==> config.mk <==
export PLATFORM = sky130hd
export DESIGN_NAME = slow_clock_system_timer
export DESIGN_NICKNAME = d
export VERILOG_FILES = /design/src/verilog/slow_timer_pkg.sv /design/src/verilog/reload_counter.sv /design/src/verilog/slow_clock_system_timer.sv
export SDC_FILE = /design/constraint.sdc
export NUM_CORES = 1
export LEC_CHECK = 0
export BUFFER_PORTS_ARGS = -buffer_cell sky130_fd_sc_hd__buf_2
export CAP_MARGIN = 20
export CORE_UTILIZATION = 40
export CTS_CLUSTER_SIZE = 16
export DETAILED_ROUTE_END_ITERATION = 10
export MAX_ROUTING_LAYER = met4
export SETUP_SLACK_MARGIN = 0.3
export SKIP_LAST_GASP = 1
export SLEW_MARGIN = 20
export SYNTH_ARGS = -nofsm -noshare
export SYNTH_HDL_FRONTEND = slang
export SYNTH_HIERARCHICAL = 1
export SYNTH_SLANG_ARGS = --single-unit
export TNS_END_PERCENT = 5
==> constraint.sdc <==
create_clock -name clk -period 6.22 [get_ports clk]
set_clock_uncertainty 0.1 [all_clocks]
set_input_delay 0.311 -clock clk [delete_from_list [all_inputs] [get_ports clk]]
set_output_delay 0.311 -clock clk [all_outputs]
set_load 0.01 [all_outputs]
==> src/verilog/slow_timer_pkg.sv <==
/*
  Constants for the slow clock system timer: register byte offsets, field
  positions, reset values, bus answers and timing counts.
  Assumes one clock that stands for the slow clock, one count per edge.
*/
// Notes on behaviour
// - Restart bit one reloads watchdog counter
// - Interval value sets period; zero means 65536
// - Watchdog value sets load; zero means maximum
// - Reset enable gates internal reset on overflow
// - Output enable gives eight-cycle low overflow pulse
// - Prescaler sets increment interval; zero means 65536
// - Status bit0 flags interval expiry, read clears
// - Status bit1 flags watchdog overflow, read clears
// - Status bit2 flags elapsed increment, read clears
// - Status bit3 flags alarm match, read clears
// - Enable register ones set mask bits
// - Disable register ones clear mask bits
// - Mask register reads enabled flags
// - Alarm value compared; zero means longest delay
// - Current register returns 20-bit elapsed count
// - Interval counter reloads itself at zero
// - Interval mode write reloads and restarts counter
// - Elapsed mode write restarts prescaler, clears count
// - Restart resets prescaler; mode write does not
`default_nettype none

package slow_timer_pkg;

  // ****************************************
  // Bus
  // ****************************************
  localparam int ADDR_W = 8;
  localparam logic [1:0] RESP_OKAY = 2'h0;
  localparam logic [1:0] RESP_SLVERR = 2'h2;

  // ****************************************
  // Register byte offsets
  // ****************************************
  localparam logic [ADDR_W-1:0] OFF_TIMER_CONTROL = 8'h00;
  localparam logic [ADDR_W-1:0] OFF_PERIODIC_INTERVAL_MODE = 8'h04;
  localparam logic [ADDR_W-1:0] OFF_WATCHDOG_MODE = 8'h08;
  localparam logic [ADDR_W-1:0] OFF_ELAPSED_TIME_MODE = 8'h0C;
  localparam logic [ADDR_W-1:0] OFF_TIMER_STATUS = 8'h10;
  localparam logic [ADDR_W-1:0] OFF_INTERRUPT_ENABLE = 8'h14;
  localparam logic [ADDR_W-1:0] OFF_INTERRUPT_DISABLE = 8'h18;
  localparam logic [ADDR_W-1:0] OFF_INTERRUPT_MASK = 8'h1C;
  localparam logic [ADDR_W-1:0] OFF_ELAPSED_TIME_ALARM = 8'h20;
  localparam logic [ADDR_W-1:0] OFF_ELAPSED_TIME_CURRENT = 8'h24;

  // ****************************************
  // Fields
  // ****************************************
  localparam int WATCHDOG_RESTART_BIT = 0;
  localparam int COUNT_W = 16;
  localparam int OVERFLOW_RESET_ENABLE_BIT = 16;
  localparam int OVERFLOW_OUTPUT_ENABLE_BIT = 17;
  localparam int ELAPSED_W = 20;
  localparam int N_FLAGS = 4;
  localparam int FLAG_INTERVAL = 0;
  localparam int FLAG_WATCHDOG = 1;
  localparam int FLAG_INCREMENT = 2;
  localparam int FLAG_ALARM = 3;

  // ****************************************
  // Reset values
  // ****************************************
  localparam logic [31:0] PERIODIC_INTERVAL_MODE_RST = 32'h00000000;
  localparam logic [31:0] WATCHDOG_MODE_RST = 32'h00020000;
  localparam logic [31:0] ELAPSED_TIME_MODE_RST = 32'h00008000;
  localparam logic [31:0] ELAPSED_TIME_ALARM_RST = 32'h00000000;

  // ****************************************
  // Timing: watchdog prescaler width in bits, pulse length in slow clock cycles
  // ****************************************
  localparam int WATCHDOG_PRESCALE_W = 7;
  localparam int OVERFLOW_PULSE_CYCLES = 8;

endpackage : slow_timer_pkg

`default_nettype wire

==> src/verilog/reload_counter.sv <==
/*
  Down counter that reloads itself: a load value of n gives a wrap every n
  enabled cycles, and zero gives the full 2**W.
  Assumes restart and enable come from logic on the same clock.
*/
`timescale 1ns/1ps
`default_nettype none

module reload_counter #(
  parameter int W = 16,
  parameter logic [W-1:0] RESET_COUNT = '1
) (
  input wire logic clk,
  input wire logic rst_n,
  input wire logic restart,
  input wire logic enable,
  input wire logic [W-1:0] load_value,
  output logic [W-1:0] count,
  output logic wrap
);

  logic [W-1:0] count_reg;
  logic [W-1:0] count_next;
  logic [W-1:0] reload;

  // Load minus one wraps zero to all ones, the longest period
  assign reload = W'(load_value - 1'b1);
  assign wrap = enable && (count_reg == '0);
  assign count_next = restart ? reload :
                      wrap ? reload :
                      enable ? W'(count_reg - 1'b1) : count_reg;
  assign count = count_reg;

  always_ff @(posedge clk or negedge rst_n) begin
    if (!rst_n) begin
      count_reg <= RESET_COUNT;
    end else begin
      count_reg <= count_next;
    end
  end

endmodule : reload_counter

`default_nettype wire

==> src/verilog/slow_clock_system_timer.sv <==
/*
  Slow clock system timer: interval counter, watchdog with prescaler and
  overflow outputs, elapsed-time counter with alarm, AXI4-Lite registers.
  Assumes clk is the slow clock and the master keeps AXI4-Lite rules.
*/
// Local design decisions: the AXI4-Lite slave port and the register offsets.
`timescale 1ns/1ps
`default_nettype none

module slow_clock_system_timer
  import slow_timer_pkg::*;
(
  input wire logic clk,
  input wire logic rst_n,
  input wire logic [ADDR_W-1:0] s_axi_awaddr,
  input wire logic s_axi_awvalid,
  output logic s_axi_awready,
  input wire logic [31:0] s_axi_wdata,
  input wire logic [3:0] s_axi_wstrb,
  input wire logic s_axi_wvalid,
  output logic s_axi_wready,
  output logic [1:0] s_axi_bresp,
  output logic s_axi_bvalid,
  input wire logic s_axi_bready,
  input wire logic [ADDR_W-1:0] s_axi_araddr,
  input wire logic s_axi_arvalid,
  output logic s_axi_arready,
  output logic [31:0] s_axi_rdata,
  output logic [1:0] s_axi_rresp,
  output logic s_axi_rvalid,
  input wire logic s_axi_rready,
  output logic timer_irq,
  output logic watchdog_reset,
  output logic overflow_output_n
);

  // ****************************************
  // Helpers
  // ****************************************
  function automatic logic [31:0] byte_merge(input logic [31:0] old_word, input logic [31:0] new_word,
                                             input logic [3:0] strb);
    logic [31:0] res;
    res = old_word;
    for (int i = 0; i < 4; i++) begin
      if (strb[i]) begin
        res[8*i +: 8] = new_word[8*i +: 8];
      end
    end
    return res;
  endfunction : byte_merge

  function automatic logic is_mapped(input logic [ADDR_W-1:0] addr);
    return (addr[1:0] == 2'h0) && (addr <= OFF_ELAPSED_TIME_CURRENT);
  endfunction : is_mapped

  // ****************************************
  // State
  // ****************************************
  logic awready_reg, wready_reg, bvalid_reg, arready_reg, rvalid_reg;
  logic [1:0] bresp_reg, rresp_reg;
  logic [31:0] rdata_reg;
  logic [ADDR_W-1:0] wr_addr_reg;
  logic [31:0] wr_data_reg;
  logic [3:0] wr_strb_reg;
  logic [COUNT_W-1:0] interval_load_value_reg;
  logic [COUNT_W-1:0] watchdog_load_value_reg;
  logic overflow_reset_enable_reg, overflow_output_enable_reg;
  logic [COUNT_W-1:0] elapsed_prescaler_reg;
  logic [ELAPSED_W-1:0] alarm_compare_value_reg;
  logic [ELAPSED_W-1:0] elapsed_count_value_reg;
  logic [N_FLAGS-1:0] timer_status_reg, timer_status_next;
  logic [N_FLAGS-1:0] interrupt_mask_reg, interrupt_mask_next;
  logic [3:0] pulse_count_reg, pulse_count_next;
  logic irq_reg, watchdog_reset_reg, overflow_output_n_reg;

  // ****************************************
  // Write path decode
  // ****************************************
  logic aw_take, w_take, do_write, b_done, ar_take, r_done;
  logic [31:0] wr_cmd;
  logic wr_ctrl, wr_pimr, wr_wdmr, wr_rtmr, wr_ier, wr_idr, wr_rtar, wr_mapped;
  logic [31:0] pimr_word, wdmr_word, rtmr_word, rtar_word;

  assign aw_take = s_axi_awvalid && awready_reg;
  assign w_take = s_axi_wvalid && wready_reg;
  // Both halves held and no answer pending
  assign do_write = !awready_reg && !wready_reg && !bvalid_reg;
  assign b_done = bvalid_reg && s_axi_bready;
  assign ar_take = s_axi_arvalid && arready_reg;
  assign r_done = rvalid_reg && s_axi_rready;
  // Command words: lanes not strobed count as zero
  assign wr_cmd = byte_merge(32'h00000000, wr_data_reg, wr_strb_reg);
  assign wr_mapped = is_mapped(wr_addr_reg);
  assign wr_ctrl = do_write && (wr_addr_reg == OFF_TIMER_CONTROL);
  assign wr_pimr = do_write && (wr_addr_reg == OFF_PERIODIC_INTERVAL_MODE);
  assign wr_wdmr = do_write && (wr_addr_reg == OFF_WATCHDOG_MODE);
  assign wr_rtmr = do_write && (wr_addr_reg == OFF_ELAPSED_TIME_MODE);
  assign wr_ier = do_write && (wr_addr_reg == OFF_INTERRUPT_ENABLE);
  assign wr_idr = do_write && (wr_addr_reg == OFF_INTERRUPT_DISABLE);
  assign wr_rtar = do_write && (wr_addr_reg == OFF_ELAPSED_TIME_ALARM);

  assign pimr_word = {16'h0000, interval_load_value_reg};
  assign wdmr_word = {14'h0000, overflow_output_enable_reg, overflow_reset_enable_reg, watchdog_load_value_reg};
  assign rtmr_word = {16'h0000, elapsed_prescaler_reg};
  assign rtar_word = {12'h000, alarm_compare_value_reg};

  logic [31:0] pimr_new, wdmr_new, rtmr_new, rtar_new;
  assign pimr_new = byte_merge(pimr_word, wr_data_reg, wr_strb_reg);
  assign wdmr_new = byte_merge(wdmr_word, wr_data_reg, wr_strb_reg);
  assign rtmr_new = byte_merge(rtmr_word, wr_data_reg, wr_strb_reg);
  assign rtar_new = byte_merge(rtar_word, wr_data_reg, wr_strb_reg);

  // ****************************************
  // Read path decode
  // ****************************************
  logic rd_status;
  logic [31:0] rd_word;

  assign rd_status = ar_take && (s_axi_araddr == OFF_TIMER_STATUS);
  assign rd_word = (s_axi_araddr == OFF_PERIODIC_INTERVAL_MODE) ? pimr_word :
                   (s_axi_araddr == OFF_WATCHDOG_MODE) ? wdmr_word :
                   (s_axi_araddr == OFF_ELAPSED_TIME_MODE) ? rtmr_word :
                   (s_axi_araddr == OFF_TIMER_STATUS) ? {28'h0000000, timer_status_reg} :
                   (s_axi_araddr == OFF_INTERRUPT_MASK) ? {28'h0000000, interrupt_mask_reg} :
                   (s_axi_araddr == OFF_ELAPSED_TIME_ALARM) ? rtar_word :
                   (s_axi_araddr == OFF_ELAPSED_TIME_CURRENT) ? {12'h000, elapsed_count_value_reg} :
                   32'h00000000;

  // ****************************************
  // Bus slave
  // ****************************************
  always_ff @(posedge clk or negedge rst_n) begin
    if (!rst_n) begin
      awready_reg <= 1'b1;
      wready_reg <= 1'b1;
      bvalid_reg <= 1'b0;
      bresp_reg <= RESP_OKAY;
      wr_addr_reg <= 8'h00;
      wr_data_reg <= 32'h00000000;
      wr_strb_reg <= 4'h0;
    end else begin
      if (aw_take) begin
        awready_reg <= 1'b0;
        wr_addr_reg <= s_axi_awaddr;
      end else if (do_write) begin
        awready_reg <= 1'b1;
      end
      if (w_take) begin
        wready_reg <= 1'b0;
        wr_data_reg <= s_axi_wdata;
        wr_strb_reg <= s_axi_wstrb;
      end else if (do_write) begin
        wready_reg <= 1'b1;
      end
      if (do_write) begin
        bvalid_reg <= 1'b1;
        bresp_reg <= wr_mapped ? RESP_OKAY : RESP_SLVERR;
      end else if (b_done) begin
        bvalid_reg <= 1'b0;
      end
    end
  end

  always_ff @(posedge clk or negedge rst_n) begin
    if (!rst_n) begin
      arready_reg <= 1'b1;
      rvalid_reg <= 1'b0;
      rdata_reg <= 32'h00000000;
      rresp_reg <= RESP_OKAY;
    end else if (ar_take) begin
      arready_reg <= 1'b0;
      rvalid_reg <= 1'b1;
      rdata_reg <= rd_word;
      rresp_reg <= is_mapped(s_axi_araddr) ? RESP_OKAY : RESP_SLVERR;
    end else if (r_done) begin
      arready_reg <= 1'b1;
      rvalid_reg <= 1'b0;
    end
  end

  // ****************************************
  // Mode registers
  // ****************************************
  always_ff @(posedge clk or negedge rst_n) begin
    if (!rst_n) begin
      interval_load_value_reg <= PERIODIC_INTERVAL_MODE_RST[COUNT_W-1:0];
      watchdog_load_value_reg <= WATCHDOG_MODE_RST[COUNT_W-1:0];
      overflow_reset_enable_reg <= WATCHDOG_MODE_RST[OVERFLOW_RESET_ENABLE_BIT];
      overflow_output_enable_reg <= WATCHDOG_MODE_RST[OVERFLOW_OUTPUT_ENABLE_BIT];
      elapsed_prescaler_reg <= ELAPSED_TIME_MODE_RST[COUNT_W-1:0];
      alarm_compare_value_reg <= ELAPSED_TIME_ALARM_RST[ELAPSED_W-1:0];
    end else begin
      if (wr_pimr) begin
        interval_load_value_reg <= pimr_new[COUNT_W-1:0];
      end
      if (wr_wdmr) begin
        watchdog_load_value_reg <= wdmr_new[COUNT_W-1:0];
        overflow_reset_enable_reg <= wdmr_new[OVERFLOW_RESET_ENABLE_BIT];
        overflow_output_enable_reg <= wdmr_new[OVERFLOW_OUTPUT_ENABLE_BIT];
      end
      if (wr_rtmr) begin
        elapsed_prescaler_reg <= rtmr_new[COUNT_W-1:0];
      end
      if (wr_rtar) begin
        alarm_compare_value_reg <= rtar_new[ELAPSED_W-1:0];
      end
    end
  end

  // ****************************************
  // Counters
  // ****************************************
  logic [COUNT_W-1:0] interval_count, watchdog_count, elapsed_pre_count;
  logic [WATCHDOG_PRESCALE_W-1:0] watchdog_pre_count;
  logic interval_wrap, watchdog_pre_wrap, watchdog_wrap, elapsed_pre_wrap;
  logic watchdog_restart, interval_event, watchdog_overflow, elapsed_tick, alarm_hit;
  logic [ELAPSED_W-1:0] elapsed_plus_one;

  // Counters restart from the value being written, not the old one
  logic [COUNT_W-1:0] interval_load, elapsed_load;
  assign interval_load = wr_pimr ? pimr_new[COUNT_W-1:0] : interval_load_value_reg;
  assign elapsed_load = wr_rtmr ? rtmr_new[COUNT_W-1:0] : elapsed_prescaler_reg;
  assign watchdog_restart = wr_ctrl && wr_cmd[WATCHDOG_RESTART_BIT];

  reload_counter #(.W(COUNT_W), .RESET_COUNT(16'hFFFF)) interval_counter (
    .clk(clk), .rst_n(rst_n), .restart(wr_pimr), .enable(1'b1),
    .load_value(interval_load), .count(interval_count), .wrap(interval_wrap)
  );

  // Divide-by-128 restarts with the watchdog so the first tick is a full one
  reload_counter #(.W(WATCHDOG_PRESCALE_W), .RESET_COUNT(7'h7F)) watchdog_prescaler (
    .clk(clk), .rst_n(rst_n), .restart(watchdog_restart), .enable(1'b1),
    .load_value(7'h00), .count(watchdog_pre_count), .wrap(watchdog_pre_wrap)
  );

  reload_counter #(.W(COUNT_W), .RESET_COUNT(16'hFFFF)) watchdog_counter (
    .clk(clk), .rst_n(rst_n), .restart(watchdog_restart), .enable(watchdog_pre_wrap),
    .load_value(watchdog_load_value_reg), .count(watchdog_count), .wrap(watchdog_wrap)
  );

  reload_counter #(.W(COUNT_W), .RESET_COUNT(16'h7FFF)) elapsed_prescaler (
    .clk(clk), .rst_n(rst_n), .restart(wr_rtmr), .enable(1'b1),
    .load_value(elapsed_load), .count(elapsed_pre_count), .wrap(elapsed_pre_wrap)
  );

  // A restart in the same cycle cancels the event it would race
  assign interval_event = interval_wrap && !wr_pimr;
  assign watchdog_overflow = watchdog_wrap && !watchdog_restart;
  assign elapsed_tick = elapsed_pre_wrap && !wr_rtmr;
  assign elapsed_plus_one = ELAPSED_W'(elapsed_count_value_reg + 1'b1);
  // Alarm zero matches on the roll-over, the longest delay
  assign alarm_hit = elapsed_tick && (elapsed_plus_one == alarm_compare_value_reg);

  always_ff @(posedge clk or negedge rst_n) begin
    if (!rst_n) begin
      elapsed_count_value_reg <= 20'h00000;
    end else if (wr_rtmr) begin
      elapsed_count_value_reg <= 20'h00000;
    end else if (elapsed_tick) begin
      elapsed_count_value_reg <= elapsed_plus_one;
    end
  end

  // ****************************************
  // Status, mask and interrupt
  // ****************************************
  logic [N_FLAGS-1:0] flag_set;
  assign flag_set[FLAG_INTERVAL] = interval_event;
  assign flag_set[FLAG_WATCHDOG] = watchdog_overflow;
  assign flag_set[FLAG_INCREMENT] = elapsed_tick;
  assign flag_set[FLAG_ALARM] = alarm_hit;
  // Set wins over the read clear so no event is lost
  assign timer_status_next = (rd_status ? 4'h0 : timer_status_reg) | flag_set;
  assign interrupt_mask_next = (interrupt_mask_reg | (wr_ier ? wr_cmd[N_FLAGS-1:0] : 4'h0)) &
                               ~(wr_idr ? wr_cmd[N_FLAGS-1:0] : 4'h0);
  assign pulse_count_next = (watchdog_overflow && overflow_output_enable_reg) ? 4'(OVERFLOW_PULSE_CYCLES) :
                            (pulse_count_reg != 4'h0) ? 4'(pulse_count_reg - 1'b1) : 4'h0;

  always_ff @(posedge clk or negedge rst_n) begin
    if (!rst_n) begin
      timer_status_reg <= 4'h0;
      interrupt_mask_reg <= 4'h0;
      pulse_count_reg <= 4'h0;
      irq_reg <= 1'b0;
      watchdog_reset_reg <= 1'b0;
      overflow_output_n_reg <= 1'b1;
    end else begin
      timer_status_reg <= timer_status_next;
      interrupt_mask_reg <= interrupt_mask_next;
      pulse_count_reg <= pulse_count_next;
      irq_reg <= |(timer_status_next & interrupt_mask_next);
      watchdog_reset_reg <= watchdog_overflow && overflow_reset_enable_reg;
      overflow_output_n_reg <= (pulse_count_next == 4'h0);
    end
  end

  assign s_axi_awready = awready_reg;
  assign s_axi_wready = wready_reg;
  assign s_axi_bvalid = bvalid_reg;
  assign s_axi_bresp = bresp_reg;
  assign s_axi_arready = arready_reg;
  assign s_axi_rvalid = rvalid_reg;
  assign s_axi_rdata = rdata_reg;
  assign s_axi_rresp = rresp_reg;
  assign timer_irq = irq_reg;
  assign watchdog_reset = watchdog_reset_reg;
  assign overflow_output_n = overflow_output_n_reg;
endmodule : slow_clock_system_timer

`default_nettype wire

Word-level counts from Yosys, hierarchy flattened
Index checks and enable logic that the tools add are counted.
{ "totals": {"inputBits": 59, "elab_cells": 155, "register_bits": 232, "out_inout_bits": 44} }
{ "op_classes": {"n_eq_ne": 14, "n_reduce_logical": 53, "n_mux": 41, "bitwise": 5, "n_lt_le_gt_ge": 2, "n_addsub": 9} }
{ "op_table": {"columns": ["cell", "count"], "rows": [
  ["20-bit two-way mux", 9],
  ["16-bit two-way mux", 9],
  ["16-bit by 1-bit subtractor with 16-bit output, second input constant", 6],
  ["16-bit zero test", 3],
  ["8-bit by 4-bit == test with 1-bit output, second input constant", 4],
  ["8-bit by 5-bit == test with 1-bit output, second input constant", 4],
  ["8-bit two-way mux", 4],
  ["1-bit logical AND", 25],
  ["8-bit by 6-bit == test with 1-bit output, second input constant", 3],
  ["4-bit two-way mux", 6],
  ["20-bit by 1-bit adder with 20-bit output, second input constant", 1],
  ["20-bit == test", 1],
  ["8-bit by 3-bit == test with 1-bit output, second input constant", 2],
  ["8-bit by 6-bit less-or-equal comparator with 1-bit output, second input constant", 2],
  ["7-bit two-way mux", 2],
  ["2-bit AND reduction", 6],
  ["2-bit nonzero test", 5],
  ["1-bit two-way mux", 9],
  ["4-bit bitwise AND", 2],
  ["8-bit zero test", 1],
  ["4-bit bitwise OR", 2],
  ["7-bit zero test", 1],
  ["7-bit by 1-bit subtractor with 7-bit output, second input constant", 1],
  ["1-bit zero test", 6],
  ["8 further kinds", 10]
]} }

Depth between registers and ports, before layout
{ "logic_depth": {"ltp_word": 10, "mapped_depth": 13, "ltp_nobuf": 12} }

Hierarchy
The synthesis kept the hierarchy.
{ "modules_own_cells": {"columns": ["module", "cells_each", "area_each_um2", "seq_area_each_um2", "instances"], "rows": [
  ["slow_clock_system_timer", 698, 8130.3, 4086.4, 1],
  ["reload_counter (interval_counter ...)", 152, 1411.4, 420.4, 2],
  ["reload_counter (elapsed_prescaler)", 163, 1355.0, 419.2, 1],
  ["reload_counter (watchdog_prescaler)", 61, 546.8, 183.9, 1]
]} }

Worst setup path before layout
No wires, ideal clock.
{ "synth_timing": {"path_type": "reg-to-reg", "start": "register wr_addr_reg[5]", "end": "register elapsed_prescaler.count_reg[15] (netlist: elapsed_prescaler/count[15])", "n_path_buf": 1, "slack_ns": 2.987, "setup_time_ns": 0.138, "t_required_ns": 5.982, "path_stages_with_launch": 13, "t_arrival_ns": 2.994, "period_less_slack_ns": 3.233, "cell_sequence": "dfrtp_1 nor4_4 and2_1 buf_4 nand2_2 nor3_4 nand2_4 mux2_4 nor4_4 nand4_1 nor4b_1 xnor2_1 o211ai_1"} }
{ "synth_via": {"elab_chain_len": 6} }
{ "synth_rtl": {"columns": ["item", "line", "text"], "rows": [
  ["start, declared", "slow_clock_system_timer.sv:62", "logic [ADDR_W-1:0] wr_addr_reg;"],
  ["start signal, assigned", "slow_clock_system_timer.sv:144", "wr_addr_reg <= s_axi_awaddr;"],
  ["8-bit by 4-bit == test with 1-bit output (*)", "slow_clock_system_timer.sv:97", "assign wr_rtmr = do_write && (wr_addr_reg == OFF_ELAPSED_TIME_MODE);"],
  ["1-bit logical AND (*)", "slow_clock_system_timer.sv:97", null],
  ["16-bit two-way mux (*)", null, null],
  ["named net elapsed_load[4]", "slow_clock_system_timer.sv:220", "logic [COUNT_W-1:0] interval_load, elapsed_load;"],
  ["16-bit by 1-bit subtractor with 16-bit output (*)", "reload_counter.sv:27", "assign reload = W'(load_value - 1'b1);"],
  ["16-bit two-way mux", "reload_counter.sv:30", "wrap ? reload :"],
  ["16-bit two-way mux (*)", "reload_counter.sv:29", "assign count_next = restart ? reload :"],
  ["end signal, assigned", "reload_counter.sv:38", "count_reg <= count_next;"],
  ["end, declared", "reload_counter.sv:22", "logic [W-1:0] count_reg;"]
]} }
The timed path passes the listed nets; every way through them passes the cells marked *.
A chain may end at the register's enable or synchronous reset.

Final worst setup path
{ "layout_timing": {"start": "register wr_addr_reg[5]", "end": "register interval_counter.count_reg[11] (netlist: interval_counter/count[11])"} }
{ "layout_via": {"elab_chain_len": 6} }
{ "layout_rtl": {"columns": ["item", "line", "text"], "rows": [
  ["8-bit by 3-bit == test with 1-bit output (*)", "slow_clock_system_timer.sv:95", "assign wr_pimr = do_write && (wr_addr_reg == OFF_PERIODIC_INTERVAL_MODE);"],
  ["1-bit logical AND (*)", "slow_clock_system_timer.sv:95", null],
  ["named net wr_pimr", "slow_clock_system_timer.sv:81", "logic wr_ctrl, wr_pimr, wr_wdmr, wr_rtmr, wr_ier, wr_idr, wr_rtar, wr_mapped;"],
  ["16-bit two-way mux (*)", null, null],
  ["named net interval_load[4]", "slow_clock_system_timer.sv:220", null],
  ["16-bit by 1-bit subtractor with 16-bit output (*)", "reload_counter.sv:27", null],
  ["16-bit two-way mux", "reload_counter.sv:30", null],
  ["16-bit two-way mux (*)", "reload_counter.sv:29", null],
  ["end signal, assigned", "reload_counter.sv:38", null],
  ["end, declared", "reload_counter.sv:22", null]
]} }
Marks and branches as above.

==> impl_metrics.py <==
metrics = {
    "power": {
        "finalPower_mw": 5.43,
        "power_density_nw_per_um2": 371,
        "peakVddDrop_mv": 0.202,
        "leakagePower_nw": 6.68,
    },
    "synthesis": {
        "synth-seq-cells": 218,
        "netlist_area_um2": 12900,
        "synth_compound_area_frac": 0.120,
        "synth_cell_types": 92,
        "synthMuxAreaShare": 0.109,
        "synth-simple-area-share": 0.217,
        "synth.avg_cell_area_um2": 10.5,
        "async_flop_share": 1.00,
        "netlist_instances": 1226,
        "synth_edf_count": 0,
        "synth_top_area_share": 0.308,
        "yosys_warnings": 6,
        "synthTopCellsByCount": "dfrtp_1, nor2_1, mux2_2",
        "synth.most_common_cell": "dfrtp_1",
        "synth_area_leaders": "dfrtp_1, dfstp_2, mux2_2",
        "synth_ff_type": "dfrtp_1",
        "synth_fa_ha_area_frac": 0.00973,
        "ys_seq_area_frac": 0.430,
        "synth-xor-area-share": 0.0661,
        "yosysTopAreaCell": "dfrtp_1",
        "synth_top_family_by_area": "simple AND/OR/NAND/NOR gates",
    },
    "worst_hold_path": {
        "holdPathStages": 5,
        "hold_path_startpoint": "s_axi_araddr[6]",
        "hp-class": "in -> reg",
    },
    "worst_setup_path": {
        "worstSetupEndpointType": "flop",
        "reg2reg_depth": 10,
        "arrival_ns": 4.49,
        "path_max_fanout": 14,
        "cp.required_ns": 6.56,
        "start_kind": "flop",
        "worstReg2RegStart": "wr_addr_reg[5]$_DFFE_PN0P_",
        "cp-startpoint": "wr_addr_reg[5]$_DFFE_PN0P_",
        "crit_type": "reg -> reg",
    },
    "final_layout": {
        "antenna_cells_inserted": 0,
        "final_cells": 1754,
        "syn2layout_area_growth_pct": 13.9,
        "fin_area_um2": 14600,
        "fill_cells": 2968,
        "nets": 1405,
        "drive_above_1_share": 0.261,
    },
    "global_route": {
        "grt_pass1_vias": 9558,
        "antenna_found_initial": 0,
        "grt_util_all_layers": 0.212,
        "gr-total-overflow": 0,
        "grt_first_pass_wirelength_um": 54000,
        "grt_start_max_net_pins": 102,
    },
    "timing": {
        "min_period_over_period": 0.667,
        "final_max_slew_viol_count": 0,
        "rsz0062_at_grt": "false",
        "slew_headroom": 0.369,
        "fin_crit_ns": 4.15,
        "worst_slew_pin_slew_ns": 0.942,
        "hold_violations": 0,
        "fin_tns_setup_ns": 0,
        "fmax_mhz": 241,
        "setup_viol": 0,
    },
    "route": {
        "first_iter_violations": 668,
        "vias": 9887,
        "viasPerCell": 5.64,
        "wire_per_inst_um": 19.1,
        "dr.pass1.iters": 6,
        "routed_wl_um": 33500,
        "drtAntennaViolNets": 0,
        "drc": 0,
    },
    "placement": {
        "place_area_um2": 13500,
        "gp_congestion": 0.883,
        "dp.cells": 1672,
        "dpl.hpwl_um": 24200,
        "port_buffers": 75,
    },
    "floorplanning": {
        "ios": 103,
        "row_count": 65,
        "die_w_um": 181,
        "core_um2": 31600,
        "initial_utilization": 0.407,
        "die_area_um2": 32900,
        "die_h_um": 181,
    },
    "clock_tree": {
        "max-clock-path-buffers": 3,
        "clock_sinks": 218,
        "cts_tree": "done",
        "cts_root_buffer": "clkbuf_16",
        "numCtsBuffers": 24,
        "htree_num_levels": 1,
        "clk_pin_slew_ns": 0.06,
        "clk_latency_ns": 0.53,
    },
    "job": {
        "drv_cap": 0,
    },
    "outcome": {
        "status": "finished, final reports clean",
    },
}
[per-stage QoR]
step	worst slack [ns]	util	hold slack [ns]
floorplan	2.99	-	-0.0846
global placement	2.11	0.427	0.310
detailed placement	2.08	0.427	0.306
CTS	2.07	0.464	0.214
global route	1.81	0.464	0.256
finish	2.07	0.464	0.221
[power breakdown]
group          switching (mW)  internal [mW]
clock network           0.579          0.830
logic                   0.853          0.839
registers               0.492           1.84
[final timing paths]
check,end,slack [ns]
hold reg to reg,s_axi_rdata[11]$_DFFE_PN0P_,0.38
setup reg to reg,interval_counter/count[11]$_DFFE_PN1P_,2.07
min in group asynchronous,s_axi_rdata[17]$_DFFE_PN0P_,0.33
max in group asynchronous,interval_load_value_reg[13]$_DFF_PN0_,4.37
hold / removal,timer_status_reg[3]$_DFF_PN0_,0.22
setup / recovery,interval_counter/count[11]$_DFFE_PN1P_,2.07
[layout by cell type, fill, tap and decap left out, types with 47 or more instances in the layout]
cell / instances
xor2_1: 50
mux2_2: 91
nor2_1: 95
nor3_1: 51
nand2_1: 82
dfstp_2: 60
dfrtp_1: 158
buf_2: 74
xnor2_1: 47
[critical path: stages (launching register included)]
cell     delay, ns
dfrtp_1       0.42
nor4_4        0.49
nand4_1       0.21
inv_1         0.51
nand2_1       0.37
mux2_2        0.41
or4_1         0.76
nor3_1        0.30
xnor2_1       0.14
nor2_1        0.07
a221o_1       0.28
[cell families after synthesis]
group | count (synthesis)
other cells | 2
buf+inv | 116
simple gates | 457
mux | 120
flops | 218
compound gates | 206
xor+xnor | 97
fa+ha+maj | 10
[routing by layer]
layer,up-vias,part of all wire,GRT usage
li1,4689,-,-
met1,4935,0.48,0.299
met2,223,0.45,0.320
met3,40,0.043,0.0296
met4,0,0.021,0.0512
met5,-,0,-
[timing repair]
action,4_1_cts,5_1_grt
hold endpoints to repair,111,0
gates resized for setup,0,0
buffers inserted,0,0
hold buffers,40,0
[cell type report]
class	instances	area, um^2	area share
Clock inverter	7	57.6	0.00393
Clock buffer	35	713	0.0487
Multi-Input combinational cell	929	6850	0.468
Tap cell	402	503	0.0343
Timing Repair Buffer	122	838	0.0572
Inverter	41	154	0.0105
Sequential cell	218	5530	0.378
No activity file was read; power rests on OpenSTA's default activity.
